==> src/include/lsi_pkg.sv <==
/*
 * Constants shared by the LED signal indicator: register offsets, field
 * positions, reset values, colour and latch encodings and flash timing.
 * Assumes a 20 MHz system clock and a 32-bit Avalon-MM register bus.
 */
package lsi_pkg;
   localparam int NUM_SLOT = 5;
   localparam int SEL_W = 6;
   localparam int NUM_SIG = 32;

   localparam logic [3:0] OFS_CTRL = 4'h0;
   localparam logic [3:0] OFS_SLOT = 4'h4;
   localparam logic [3:0] OFS_INV = 4'h8;
   localparam logic [3:0] OFS_STAT = 4'hc;

   localparam int CTRL_LATCH_LSB = 0;
   localparam int CTRL_ACT_LSB = 2;
   localparam int CTRL_INACT_LSB = 4;
   localparam int CTRL_ACK_LSB = 8;
   localparam int STAT_OR_BIT = 0;
   localparam int STAT_HELD_BIT = 1;
   localparam int STAT_RED_BIT = 2;
   localparam int STAT_GREEN_BIT = 3;
   localparam int STAT_CAUSE_LSB = 4;

   typedef enum logic [1:0] {
      COL_GREEN = 2'h0,
      COL_RED = 2'h1,
      COL_RED_FLASH = 2'h2,
      COL_GREEN_FLASH = 2'h3
   } lsi_colour_e;

   typedef enum logic [1:0] {
      LAT_NONE = 2'h0,
      LAT_PLAIN = 2'h1,
      LAT_ALARM = 2'h2
   } lsi_latch_e;

   typedef enum logic {
      ST_IDLE = 1'b0,
      ST_HELD = 1'b1
   } lsi_state_e;

   localparam logic [1:0] RST_LATCH = 2'h0;
   localparam logic [1:0] RST_ACT = 2'h1;
   localparam logic [1:0] RST_INACT = 2'h0;
   localparam logic [SEL_W-1:0] RST_SEL = 6'h00;
   localparam logic [NUM_SLOT-1:0] RST_INV = 5'h00;

   localparam longint CLK_HZ = 20000000;
   localparam longint FLASH_HALF_MS = 500;
   localparam int FLASH_CYC = int'(FLASH_HALF_MS * CLK_HZ / 1000);
endpackage

==> src/include/lsi_cfg_if.sv <==
/*
 * Carrier between the register slave and the indicator core: settings
 * flow to the core, live state flows back for the status register.
 * Assumes both ends run on the same clock.
 */
`timescale 1ns/1ps
interface lsi_cfg_if;
   logic [1:0] latchMode;
   logic [1:0] actColour;
   logic [1:0] inactColour;
   logic [lsi_pkg::SEL_W-1:0] ackSel;
   logic [lsi_pkg::NUM_SLOT*lsi_pkg::SEL_W-1:0] slotSel;
   logic [lsi_pkg::NUM_SLOT-1:0] invert;
   logic orNow;
   logic held;
   logic ledRed;
   logic ledGreen;
   logic [lsi_pkg::NUM_SLOT-1:0] causeMask;

   modport regs (
      output latchMode, actColour, inactColour, ackSel, slotSel, invert,
      input orNow, held, ledRed, ledGreen, causeMask
   );
   modport core (
      input latchMode, actColour, inactColour, ackSel, slotSel, invert,
      output orNow, held, ledRed, ledGreen, causeMask
   );
endinterface

==> src/logic/lsi_avalon_regs.sv <==
/*
 * Avalon-MM register slave of the LED signal indicator.
 * Assumes a master that holds its request until waitrequest is low.
 */
`timescale 1ns/1ps
module lsi_avalon_regs (
   input wire logic mclk, // system clock
   input wire logic rst_b, // async reset, active low
   input wire logic [3:0] address, // byte address
   input wire logic read, // read request
   input wire logic write, // write request
   input wire logic [3:0] byteenable, // write byte lanes
   input wire logic [31:0] writedata, // write data
   output logic [31:0] readdata, // read data
   output logic waitrequest, // stall
   lsi_cfg_if.regs cfg // settings and state
);
   logic ack_reg;
   logic [31:0] ctrl_reg;
   logic [31:0] slot_reg;
   logic [31:0] inv_reg;
   logic [31:0] rdata_reg;
   logic [31:0] status;
   logic [31:0] mask;
   logic doWrite;

   // Each access waits one cycle so read data always come from a flop.
   assign waitrequest = (read | write) & ~ack_reg;
   assign doWrite = write & ack_reg;
   assign readdata = rdata_reg;
   assign mask = {{8{byteenable[3]}}, {8{byteenable[2]}},
                  {8{byteenable[1]}}, {8{byteenable[0]}}};

   always_ff @(posedge mclk or negedge rst_b) begin
      if (!rst_b) begin
         ack_reg <= 1'b0;
      end else begin
         ack_reg <= (read | write) & ~ack_reg;
      end
   end

   always_ff @(posedge mclk or negedge rst_b) begin
      if (!rst_b) begin
         ctrl_reg <= {18'h00000, lsi_pkg::RST_SEL, 2'h0, lsi_pkg::RST_INACT,
                      lsi_pkg::RST_ACT, lsi_pkg::RST_LATCH};
         slot_reg <= 32'h00000000;
         inv_reg <= {27'h0000000, lsi_pkg::RST_INV};
      end else if (doWrite) begin
         if (address == lsi_pkg::OFS_CTRL) begin
            ctrl_reg <= (ctrl_reg & ~mask) | (writedata & mask & 32'h00003f3f);
         end
         if (address == lsi_pkg::OFS_SLOT) begin
            slot_reg <= (slot_reg & ~mask) | (writedata & mask & 32'h3fffffff);
         end
         if (address == lsi_pkg::OFS_INV) begin
            inv_reg <= (inv_reg & ~mask) | (writedata & mask & 32'h0000001f);
         end
      end
   end

   always_comb begin
      status = 32'h00000000;
      status[lsi_pkg::STAT_OR_BIT] = cfg.orNow;
      status[lsi_pkg::STAT_HELD_BIT] = cfg.held;
      status[lsi_pkg::STAT_RED_BIT] = cfg.ledRed;
      status[lsi_pkg::STAT_GREEN_BIT] = cfg.ledGreen;
      status[lsi_pkg::STAT_CAUSE_LSB +: lsi_pkg::NUM_SLOT] = cfg.causeMask;
   end

   always_ff @(posedge mclk or negedge rst_b) begin
      if (!rst_b) begin
         rdata_reg <= 32'h00000000;
      end else if (read & ~ack_reg) begin
         unique case (address)
            lsi_pkg::OFS_CTRL: rdata_reg <= ctrl_reg;
            lsi_pkg::OFS_SLOT: rdata_reg <= slot_reg;
            lsi_pkg::OFS_INV: rdata_reg <= inv_reg;
            lsi_pkg::OFS_STAT: rdata_reg <= status;
            default: rdata_reg <= 32'h00000000;
         endcase
      end
   end

   assign cfg.latchMode = ctrl_reg[lsi_pkg::CTRL_LATCH_LSB +: 2];
   assign cfg.actColour = ctrl_reg[lsi_pkg::CTRL_ACT_LSB +: 2];
   assign cfg.inactColour = ctrl_reg[lsi_pkg::CTRL_INACT_LSB +: 2];
   assign cfg.ackSel = ctrl_reg[lsi_pkg::CTRL_ACK_LSB +: lsi_pkg::SEL_W];
   assign cfg.slotSel = slot_reg[lsi_pkg::NUM_SLOT*lsi_pkg::SEL_W-1:0];
   assign cfg.invert = inv_reg[lsi_pkg::NUM_SLOT-1:0];
endmodule

==> src/logic/lsi_led.sv <==
/*
 * One configurable front-panel indicator LED: five selectable, optionally
 * inverted signals are ORed; the result picks the active or inactive
 * colour, with optional latching and acknowledgement.
 * Assumes signal and alarm inputs are asynchronous to mclk.
 */
// The implementer's own choices: the address map and the Avalon-MM interface to the registers.
`timescale 1ns/1ps
module lsi_led #(
   parameter int NUM_SIG = lsi_pkg::NUM_SIG,
   parameter int FLASH_CYC = lsi_pkg::FLASH_CYC
) (
   input wire logic mclk, // system clock, 20 MHz
   input wire logic rst_b, // async reset, active low
   input wire logic [NUM_SIG-1:0] sigIn, // assignable device signals
   input wire logic alarmAck, // general alarm acknowledgement
   input wire logic [3:0] address, // Avalon byte address
   input wire logic read, // Avalon read
   input wire logic write, // Avalon write
   input wire logic [3:0] byteenable, // Avalon byte enables
   input wire logic [31:0] writedata, // Avalon write data
   output logic [31:0] readdata, // Avalon read data
   output logic waitrequest, // Avalon stall
   output logic ledRed, // red LED drive
   output logic ledGreen // green LED drive
);
   lsi_cfg_if cfg ();

   logic [NUM_SIG-1:0] sigMeta_reg;
   logic [NUM_SIG-1:0] sigSync_reg;
   logic alarmMeta_reg;
   logic alarmSync_reg;
   logic [lsi_pkg::NUM_SLOT-1:0] slotRaw;
   logic [lsi_pkg::NUM_SLOT-1:0] slotVal;
   logic orNow;
   logic ackSig;
   logic ackEff;
   logic clearOk;
   logic indication;
   logic [1:0] colour;
   logic [31:0] flashCnt_reg;
   logic flashPhase_reg;
   logic flashTick;
   lsi_pkg::lsi_state_e state_reg;
   lsi_pkg::lsi_state_e state_next;
   logic [lsi_pkg::NUM_SLOT-1:0] cause_reg;
   logic ledRed_reg;
   logic ledGreen_reg;

   lsi_avalon_regs u_regs (
      .mclk(mclk),
      .rst_b(rst_b),
      .address(address),
      .read(read),
      .write(write),
      .byteenable(byteenable),
      .writedata(writedata),
      .readdata(readdata),
      .waitrequest(waitrequest),
      .cfg(cfg)
   );

   always_ff @(posedge mclk or negedge rst_b) begin
      if (!rst_b) begin
         sigMeta_reg <= '0;
         sigSync_reg <= '0;
         alarmMeta_reg <= 1'b0;
         alarmSync_reg <= 1'b0;
      end else begin
         sigMeta_reg <= sigIn;
         sigSync_reg <= sigMeta_reg;
         alarmMeta_reg <= alarmAck;
         alarmSync_reg <= alarmMeta_reg;
      end
   end

   // Selector value zero means an unassigned slot, which reads false.
   function automatic logic pick(input logic [lsi_pkg::SEL_W-1:0] sel,
                                 input logic [NUM_SIG-1:0] sig);
      logic r;
      r = 1'b0;
      for (int i = 0; i < NUM_SIG; i++) begin
         if (int'(sel) == i + 1) begin
            r = sig[i];
         end
      end
      return r;
   endfunction

   // An unassigned slot stays false even when inverted, so a spare slot
   // cannot light the LED permanently.
   always_comb begin
      for (int s = 0; s < lsi_pkg::NUM_SLOT; s++) begin
         slotRaw[s] = pick(cfg.slotSel[s*lsi_pkg::SEL_W +: lsi_pkg::SEL_W],
                           sigSync_reg);
         slotVal[s] = (cfg.slotSel[s*lsi_pkg::SEL_W +: lsi_pkg::SEL_W] != '0)
                      & (slotRaw[s] ^ cfg.invert[s]);
      end
   end

   assign orNow = |slotVal;
   assign ackSig = pick(cfg.ackSel, sigSync_reg);
   assign ackEff = (cfg.latchMode == lsi_pkg::LAT_PLAIN) ? ackSig :
                   (cfg.latchMode == lsi_pkg::LAT_ALARM) ? alarmSync_reg :
                   1'b0;
   assign clearOk = ackEff & ~|(cause_reg & slotVal);

   always_comb begin
      state_next = state_reg;
      unique case (state_reg)
         lsi_pkg::ST_IDLE: begin
            if (orNow && cfg.latchMode != lsi_pkg::LAT_NONE) begin
               state_next = lsi_pkg::ST_HELD;
            end
         end
         lsi_pkg::ST_HELD: begin
            if (cfg.latchMode == lsi_pkg::LAT_NONE) begin
               state_next = lsi_pkg::ST_IDLE;
            end else if (clearOk && !orNow) begin
               state_next = lsi_pkg::ST_IDLE;
            end
         end
      endcase
   end

   always_ff @(posedge mclk or negedge rst_b) begin
      if (!rst_b) begin
         state_reg <= lsi_pkg::ST_IDLE;
      end else begin
         state_reg <= state_next;
      end
   end

   // Causes gather while held; a fresh pickup wins over a clear.
   always_ff @(posedge mclk or negedge rst_b) begin
      if (!rst_b) begin
         cause_reg <= '0;
      end else if (state_next == lsi_pkg::ST_IDLE) begin
         cause_reg <= '0;
      end else begin
         cause_reg <= cause_reg | slotVal;
      end
   end

   always_ff @(posedge mclk or negedge rst_b) begin
      if (!rst_b) begin
         flashCnt_reg <= 32'h00000000;
         flashPhase_reg <= 1'b0;
      end else if (flashTick) begin
         flashCnt_reg <= 32'h00000000;
         flashPhase_reg <= ~flashPhase_reg;
      end else begin
         flashCnt_reg <= flashCnt_reg + 32'h00000001;
      end
   end
   assign flashTick = (flashCnt_reg == 32'(FLASH_CYC - 1));

   assign indication = orNow | (state_reg == lsi_pkg::ST_HELD);
   assign colour = indication ? cfg.actColour : cfg.inactColour;

   always_ff @(posedge mclk or negedge rst_b) begin
      if (!rst_b) begin
         ledRed_reg <= 1'b0;
         ledGreen_reg <= 1'b0;
      end else begin
         unique case (colour)
            lsi_pkg::COL_GREEN: begin
               ledRed_reg <= 1'b0;
               ledGreen_reg <= 1'b1;
            end
            lsi_pkg::COL_RED: begin
               ledRed_reg <= 1'b1;
               ledGreen_reg <= 1'b0;
            end
            lsi_pkg::COL_RED_FLASH: begin
               ledRed_reg <= flashPhase_reg;
               ledGreen_reg <= 1'b0;
            end
            lsi_pkg::COL_GREEN_FLASH: begin
               ledRed_reg <= 1'b0;
               ledGreen_reg <= flashPhase_reg;
            end
         endcase
      end
   end

   assign ledRed = ledRed_reg;
   assign ledGreen = ledGreen_reg;
   assign cfg.orNow = orNow;
   assign cfg.held = (state_reg == lsi_pkg::ST_HELD);
   assign cfg.ledRed = ledRed_reg;
   assign cfg.ledGreen = ledGreen_reg;
   assign cfg.causeMask = cause_reg;
endmodule

==> config.mk <==
export PLATFORM = sky130hd
export DESIGN_NAME = lsi_led
export DESIGN_NICKNAME = d
export VERILOG_FILES = /design/src/include/lsi_pkg.sv /design/src/include/lsi_cfg_if.sv /design/src/logic/lsi_avalon_regs.sv /design/src/logic/lsi_led.sv
export SDC_FILE = /design/constraint.sdc
export NUM_CORES = 1
export LEC_CHECK = 0
export CORE_MARGIN = 2
export CORE_UTILIZATION = 58
export CTS_CLUSTER_SIZE = 8
export DETAILED_ROUTE_END_ITERATION = 10
export DONT_BUFFER_PORTS = 1
export GPL_TIMING_DRIVEN = 1
export HOLD_SLACK_MARGIN = 0.15
export PLACE_DENSITY = 0.76
export SKIP_CTS_REPAIR_TIMING = 1
export SKIP_LAST_GASP = 1
export SLEW_MARGIN = 5
export SYNTH_ARGS = -nofsm -noshare
export SYNTH_HDL_FRONTEND = slang
export SYNTH_SLANG_ARGS = --single-unit
==> constraint.sdc <==
create_clock -name mclk -period 3 [get_ports mclk]
set_input_delay 0.6 -clock mclk [delete_from_list [all_inputs] [get_ports mclk]]
set_output_delay 0.6 -clock mclk [all_outputs]
set_load 0.01 [all_outputs]
==> results_dict.tcl, run 1 <==
set metrics [dict create \
    holdWs_ns -0.204 \
    synthArstFlopShare_pct 100 \
    layout_setup_ws_ns -0.380 \
    start_util_pct 59.4 \
    yosys_warnings 0 \
    violations "hold timing, setup timing" \
    antennaDiodeCount 0 \
    netlist_area_um2 11600 \
    cp_num_cells 12 \
    clock-sinks 236 \
    root_buffer "clkbuf_16" \
    synthTopCellsByCount "dfrtp_1, nand2_1, nor2_1" \
    drt_iter0_markers 934 \
    clock_latency_ns 0.51 \
    power_w 0.00933 \
    synth.distinct_cells 99 \
    area_delta_synth_final_pct 25.3 \
    gp_congestion 0.990 \
    critical_path_class "reg2reg" \
    fin_skew_ns 0.0165 \
    yosysMostFrequentCell "dfrtp_1" \
    cts_tree "built" \
    core-area_um2 19600 \
    num_vias 9707 \
    vias_per_cell 6.26 \
    rsz0062_at_grt "true" \
    die_w_um 146 \
    pin_count 112 \
    synth_seq_cells 236 \
    fmax_ghz 0.296 \
    avgSynthCellArea_um2 10.7 \
    layout-drive-gt1-share_pct 27.0 \
    cp.buffers_inverters 1 \
    powerDensity_nw_per_um2 640 \
    yosysSeqAreaShare_pct 50.7 \
    cp.required_ns 3.38 \
    status "complete, but fails checks" \
    grtUsageTotal_pct 32.1 \
    route.detailed.wl_per_inst_um 22.4 \
    antenna_left 0 \
    dieArea_um2 21200 \
    worstPathMaxFanout 6 \
    ff2ff_path_depth 12 \
    period_needed_ns 3.38 \
    synth_top_flop_cell "dfrtp_1" \
    path_cells "buf_4 > mux2_2 > a221oi_1 > o21ai_0 > and3_1 > or4b_1 > o211ai_4 > nand4bb_4 > nor3_4 > mux2_4 > ha_4 > mux2_2" \
    synth_edf_count 0 \
    synth_nets 1170 \
    grt_pass1_wl_mm 53.7 \
    critPathSlowestCell "or4b_1" \
    route.detailed.drc 0 \
    cts_made_buffers 35 \
    clockBufferDepth 3 \
    rows 51 \
    gr-total-overflow 0 \
    hold_path_class "in2async" \
    preCtsSetupSlack_ns -0.425 \
    cp_common_cell "mux2_2" \
    drv_cap 0 \
    drv_slew 0 \
    drt_wl_total_mm 34.7 \
    dp.cells 1470 \
    io_buffers 0 \
    cp_top_family "simple AND/OR/NAND/NOR gates" \
    grt_max_degree 237 \
    post-route-period-util_pct 113 \
    final_hold_viol_count 235 \
    setup_tns_ns -0.769 \
    yosysTopAreaCell "dfrtp_1" \
    grt_antenna_before_repair 0 \
    cpPeakStageDelay_ns 0.57 \
    htree_levels 2 \
    cp-start-kind "register" \
    first_pass_iters 8 \
    nets 1358 \
    tightest_slew_ns 1.07 \
    worstPathArrival_ns 3.76 \
    synthTopCellsByArea "dfrtp_1, mux2_2, nor2b_1" \
    power.leakage_nw 6.55 \
    grt_pass1_vias 9496 \
    fp.dieH_um 146 \
    hpwl_mm 24.1 \
    path_clk_slew_ns 0.05 \
    peakVddDrop_mv 0.672 \
    max_slew_margin_pct 28.4 \
    setup_violations 8 \
    synthesis.instances 1090 \
    cp-end-kind "register" \
    final_cells 1550 \
    yosys.area.top_type_share_pct 50.5 \
]
==> area by class of cell <==
class | instances | area (µm²)
inverter | 31 | 116
sequential | 236 | 5920
timing repair buffer | 218 | 1760
clock inverter | 3 | 30.0
multi-input combinational | 756 | 5520
fill | 1319 | 5000
tap | 265 | 332
clock buffer | 41 | 920
==> metrics by stage <==
step           utilization [%]  instance area (µm²)
2_1_floorplan                -                11700
3_3_place_gp              67.0                13100
3_5_place_dp              67.0                13100
4_1_cts                   71.8                14100
5_1_grt                   74.5                14600
6_report                  74.5                14600
==> kinds of logic (layout without fill, tap and decap cells) <==
group	after synthesis	count (layout)	share of synthesized area, %
simple gates	392	392	18.4
xor+xnor	32	32	2.41
compound gates	240	240	15.4
buf+inv	98	293	4.03
fa+ha+maj	3	3	0.322
flops	236	236	50.7
mux	89	89	8.65
==> per-layer routing <==
layer  share of wire (%)  up-vias  wire length (µm)  GRT usage [%]
li1                    -     4373                 -              -
met1                  43     4808             15000           46.9
met2                  47      461             16300           49.7
met3                 7.8       65              2700           5.92
met4                 2.1        0               723           8.48
met5                   0        -                 0              0
==> layout by cell type (no fill, tap or decap), drive strengths merged, types with 7 or more instances in the layout <==
cell type,count
nor4,11
nand4,9
nor2b,63
xnor2,16
nand2,84
dlygate4sd3,33
o2111ai,7
buf,185
nand3,32
mux2i,32
nand2b,17
inv,32
a222oi,24
dfrtp,235
nor3b,9
or3,7
and3,10
a22o,8
nor3,24
nor2,76
nand3b,13
a221oi,12
mux2,54
clkbuf,41
xor2,16
a21oi,23
o21ai,70
==> report_power, final <==
part / internal, W / total [W] / leakage [nW] / switching, W
combinational: 0.00114 / 0.00220 / 3.04 / 0.00106
sequential: 0.00338 / 0.00367 / 3.04 / 0.000285
clock: 0.00213 / 0.00347 / 0.465 / 0.00133
total: 0.00666 / 0.00933 / 6.55 / 0.00268
==> worst paths after layout <==
kind                                              end  slack (ns)
max in group asynchronous  asynchronous set/reset pin        2.86
max                                          ledGreen       -0.38
min reg2reg                            sigSync_reg[0]        0.34
min in group mclk                            register        0.22
max reg2reg                                  ledGreen       -0.38
min                               u_regs.ctrl_reg[15]       -0.20
Power figures use the tool's default switching activity.
==> run 2: changes to the inputs <==
--- a/config.mk
+++ b/config.mk
@@ -12,7 +12,7 @@
 export DONT_BUFFER_PORTS = 1
 export GPL_TIMING_DRIVEN = 1
 export HOLD_SLACK_MARGIN = 0.15
-export PLACE_DENSITY = 0.76
+export PLACE_DENSITY = 0.87
 export SKIP_CTS_REPAIR_TIMING = 1
 export SKIP_LAST_GASP = 1
 export SLEW_MARGIN = 5
==> results_dict.tcl, run 2 (synthesized netlist as in run 1, its figures left out) <==
set metrics [dict create \
    status "complete, but fails checks" \
    violations "hold timing, setup timing" \
    fp.dieH_um 146 \
    preCtsSetupSlack_ns -0.339 \
    core-area_um2 19600 \
    power.leakage_nw 6.63 \
    grt_pass1_wl_mm 56.0 \
    start_util_pct 59.4 \
    powerDensity_nw_per_um2 644 \
    nets 1370 \
    rsz0062_at_grt "true" \
    fmax_ghz 0.294 \
    power_switching_w 0.00278 \
    hold_path_class "in2async" \
    drt_wl_total_mm 37.0 \
    clockBufferDepth 3 \
    period_needed_ns 3.41 \
    seqPwrFrac_pct 38.5 \
    die_w_um 146 \
    clock_latency_ns 0.51 \
    layout_setup_ws_ns -0.407 \
    gp_congestion 0.971 \
    setup_tns_ns -0.655 \
    antennaDiodeCount 0 \
    vias_per_cell 6.56 \
    first_pass_iters 9 \
    grt_antenna_before_repair 0 \
    root_buffer "clkbuf_16" \
    grt_pass1_vias 10200 \
    antenna_left 0 \
    cts_tree "built" \
    clock-sinks 236 \
    rows 51 \
    route.detailed.drc 0 \
    setup_violations 2 \
    drv_cap 0 \
    cp.required_ns 3.39 \
    cts_made_buffers 35 \
    cp-end-kind "register" \
    pwr-share-comb_pct 24.9 \
    grtUsageTotal_pct 33.6 \
    final_cell_mix "dfrtp_1, buf_4, nand2_1" \
    drv_slew 0 \
    pin_count 112 \
    holdWs_ns -0.205 \
    final_common_cell "dfrtp_1" \
    path_clk_slew_ns 0.05 \
    p_clk_share_pct 36.5 \
    route.detailed.wl_per_inst_um 23.6 \
    hpwl_mm 24.2 \
    cp-start-kind "register" \
    max_slew_margin_pct 35.2 \
    area_delta_synth_final_pct 27.7 \
    htree_levels 2 \
    num_vias 10300 \
    gr-total-overflow 0 \
    final_hold_viol_count 235 \
    peakVddDrop_mv 0.477 \
    critical_path_class "reg2reg" \
    sw_frac_of_total_pct 29.0 \
    dieArea_um2 21200 \
    layout-drive-gt1-share_pct 29.6 \
    fin_skew_ns 0.0188 \
    worstPathMaxFanout 6 \
    power.internal_w 0.00679 \
    worstPathArrival_ns 3.80 \
    io_buffers 0 \
    tightest_slew_ns 0.972 \
    drt_iter0_markers 1453 \
    grt_max_degree 237 \
    post-route-period-util_pct 114 \
]
[run 2: cell count changes in the layout (fill, tap and decap cells not counted), moves of 6 or more]
cell / previous run / this run
buf_6: 1 / 9
o21ai_0: 67 / 60
dfrtp_1: 228 / 222
dfrtp_2: 7 / 13
o21ai_1: 2 / 8
[run 2: final timing paths]
kind                                     start                          to  depth (start not counted)  slack, ns
max in group asynchronous                rst_b  asynchronous set/reset pin                          0       2.86
worst min register to register  sigMeta_reg[7]              sigSync_reg[7]                          0       0.34
worst max register to register        register                    ledGreen                         12      -0.41
worst min-delay path                     rst_b             sigMeta_reg[18]                          0      -0.20
min in group mclk                writedata[13]                    register                          2       0.21
worst max-delay path                  register                    ledGreen                         12      -0.41
[run 2: power groups by stage]
stage                     clock (W)  sequential, W  combinational [W]
after global routing        0.00367        0.00371            0.00253
after CTS                   0.00353        0.00367            0.00200
after global placement            0        0.00371            0.00195
after detailed placement          0        0.00371            0.00198
after floorplan                   0        0.00356            0.00134
final                       0.00349        0.00369            0.00239
[run 2: worst max-delay path: stages (launching register included)]
cell       delay [ns]
dfrtp_2          0.45
buf_6            0.15
and2_2           0.25
and4_1           0.22
nor3_1           0.21
o2111ai_1        0.17
a22oi_2          0.27
mux2i_2          0.13
nand4bb_4        0.25
nor3_4           0.33
mux2_4           0.36
ha_4             0.22
mux2_2           0.26
[run 2: per-stage QoR]
step | hold slack (ns) | util (%) | area (µm²) | instances | power (W)
4_1_cts | -0.211 | 71.7 | 14100 | 1512 | 0.00921
6_report | -0.205 | 75.9 | 14900 | 1564 | 0.00957
3_5_place_dp | 0.312 | 66.8 | 13100 | 1466 | 0.00569
3_3_place_gp | 0.310 | 66.8 | 13100 | 1466 | 0.00565
2_1_floorplan | 0.304 | - | 11700 | 1090 | 0.00490
5_1_grt | -0.216 | 75.9 | 14900 | 1564 | 0.00991
[run 2: metal layers]
layer / part of all wire (%) / global-route usage, %
met5: 0 / 0
met4: 4.5 / 15.5
met3: 11 / 9.15
met1: 38 / 44.0
met2: 47 / 52.3
[run 2: area by class of cell]
cell class | instances | area (µm²)
Inverter | 31 | 120
Fill cell | 1212 | 4720
Multi-Input combinational cell | 756 | 5630
Clock inverter | 2 | 25.0
Tap cell | 265 | 332
Timing Repair Buffer | 230 | 1890
Clock buffer | 44 | 941
Sequential cell | 236 | 5920
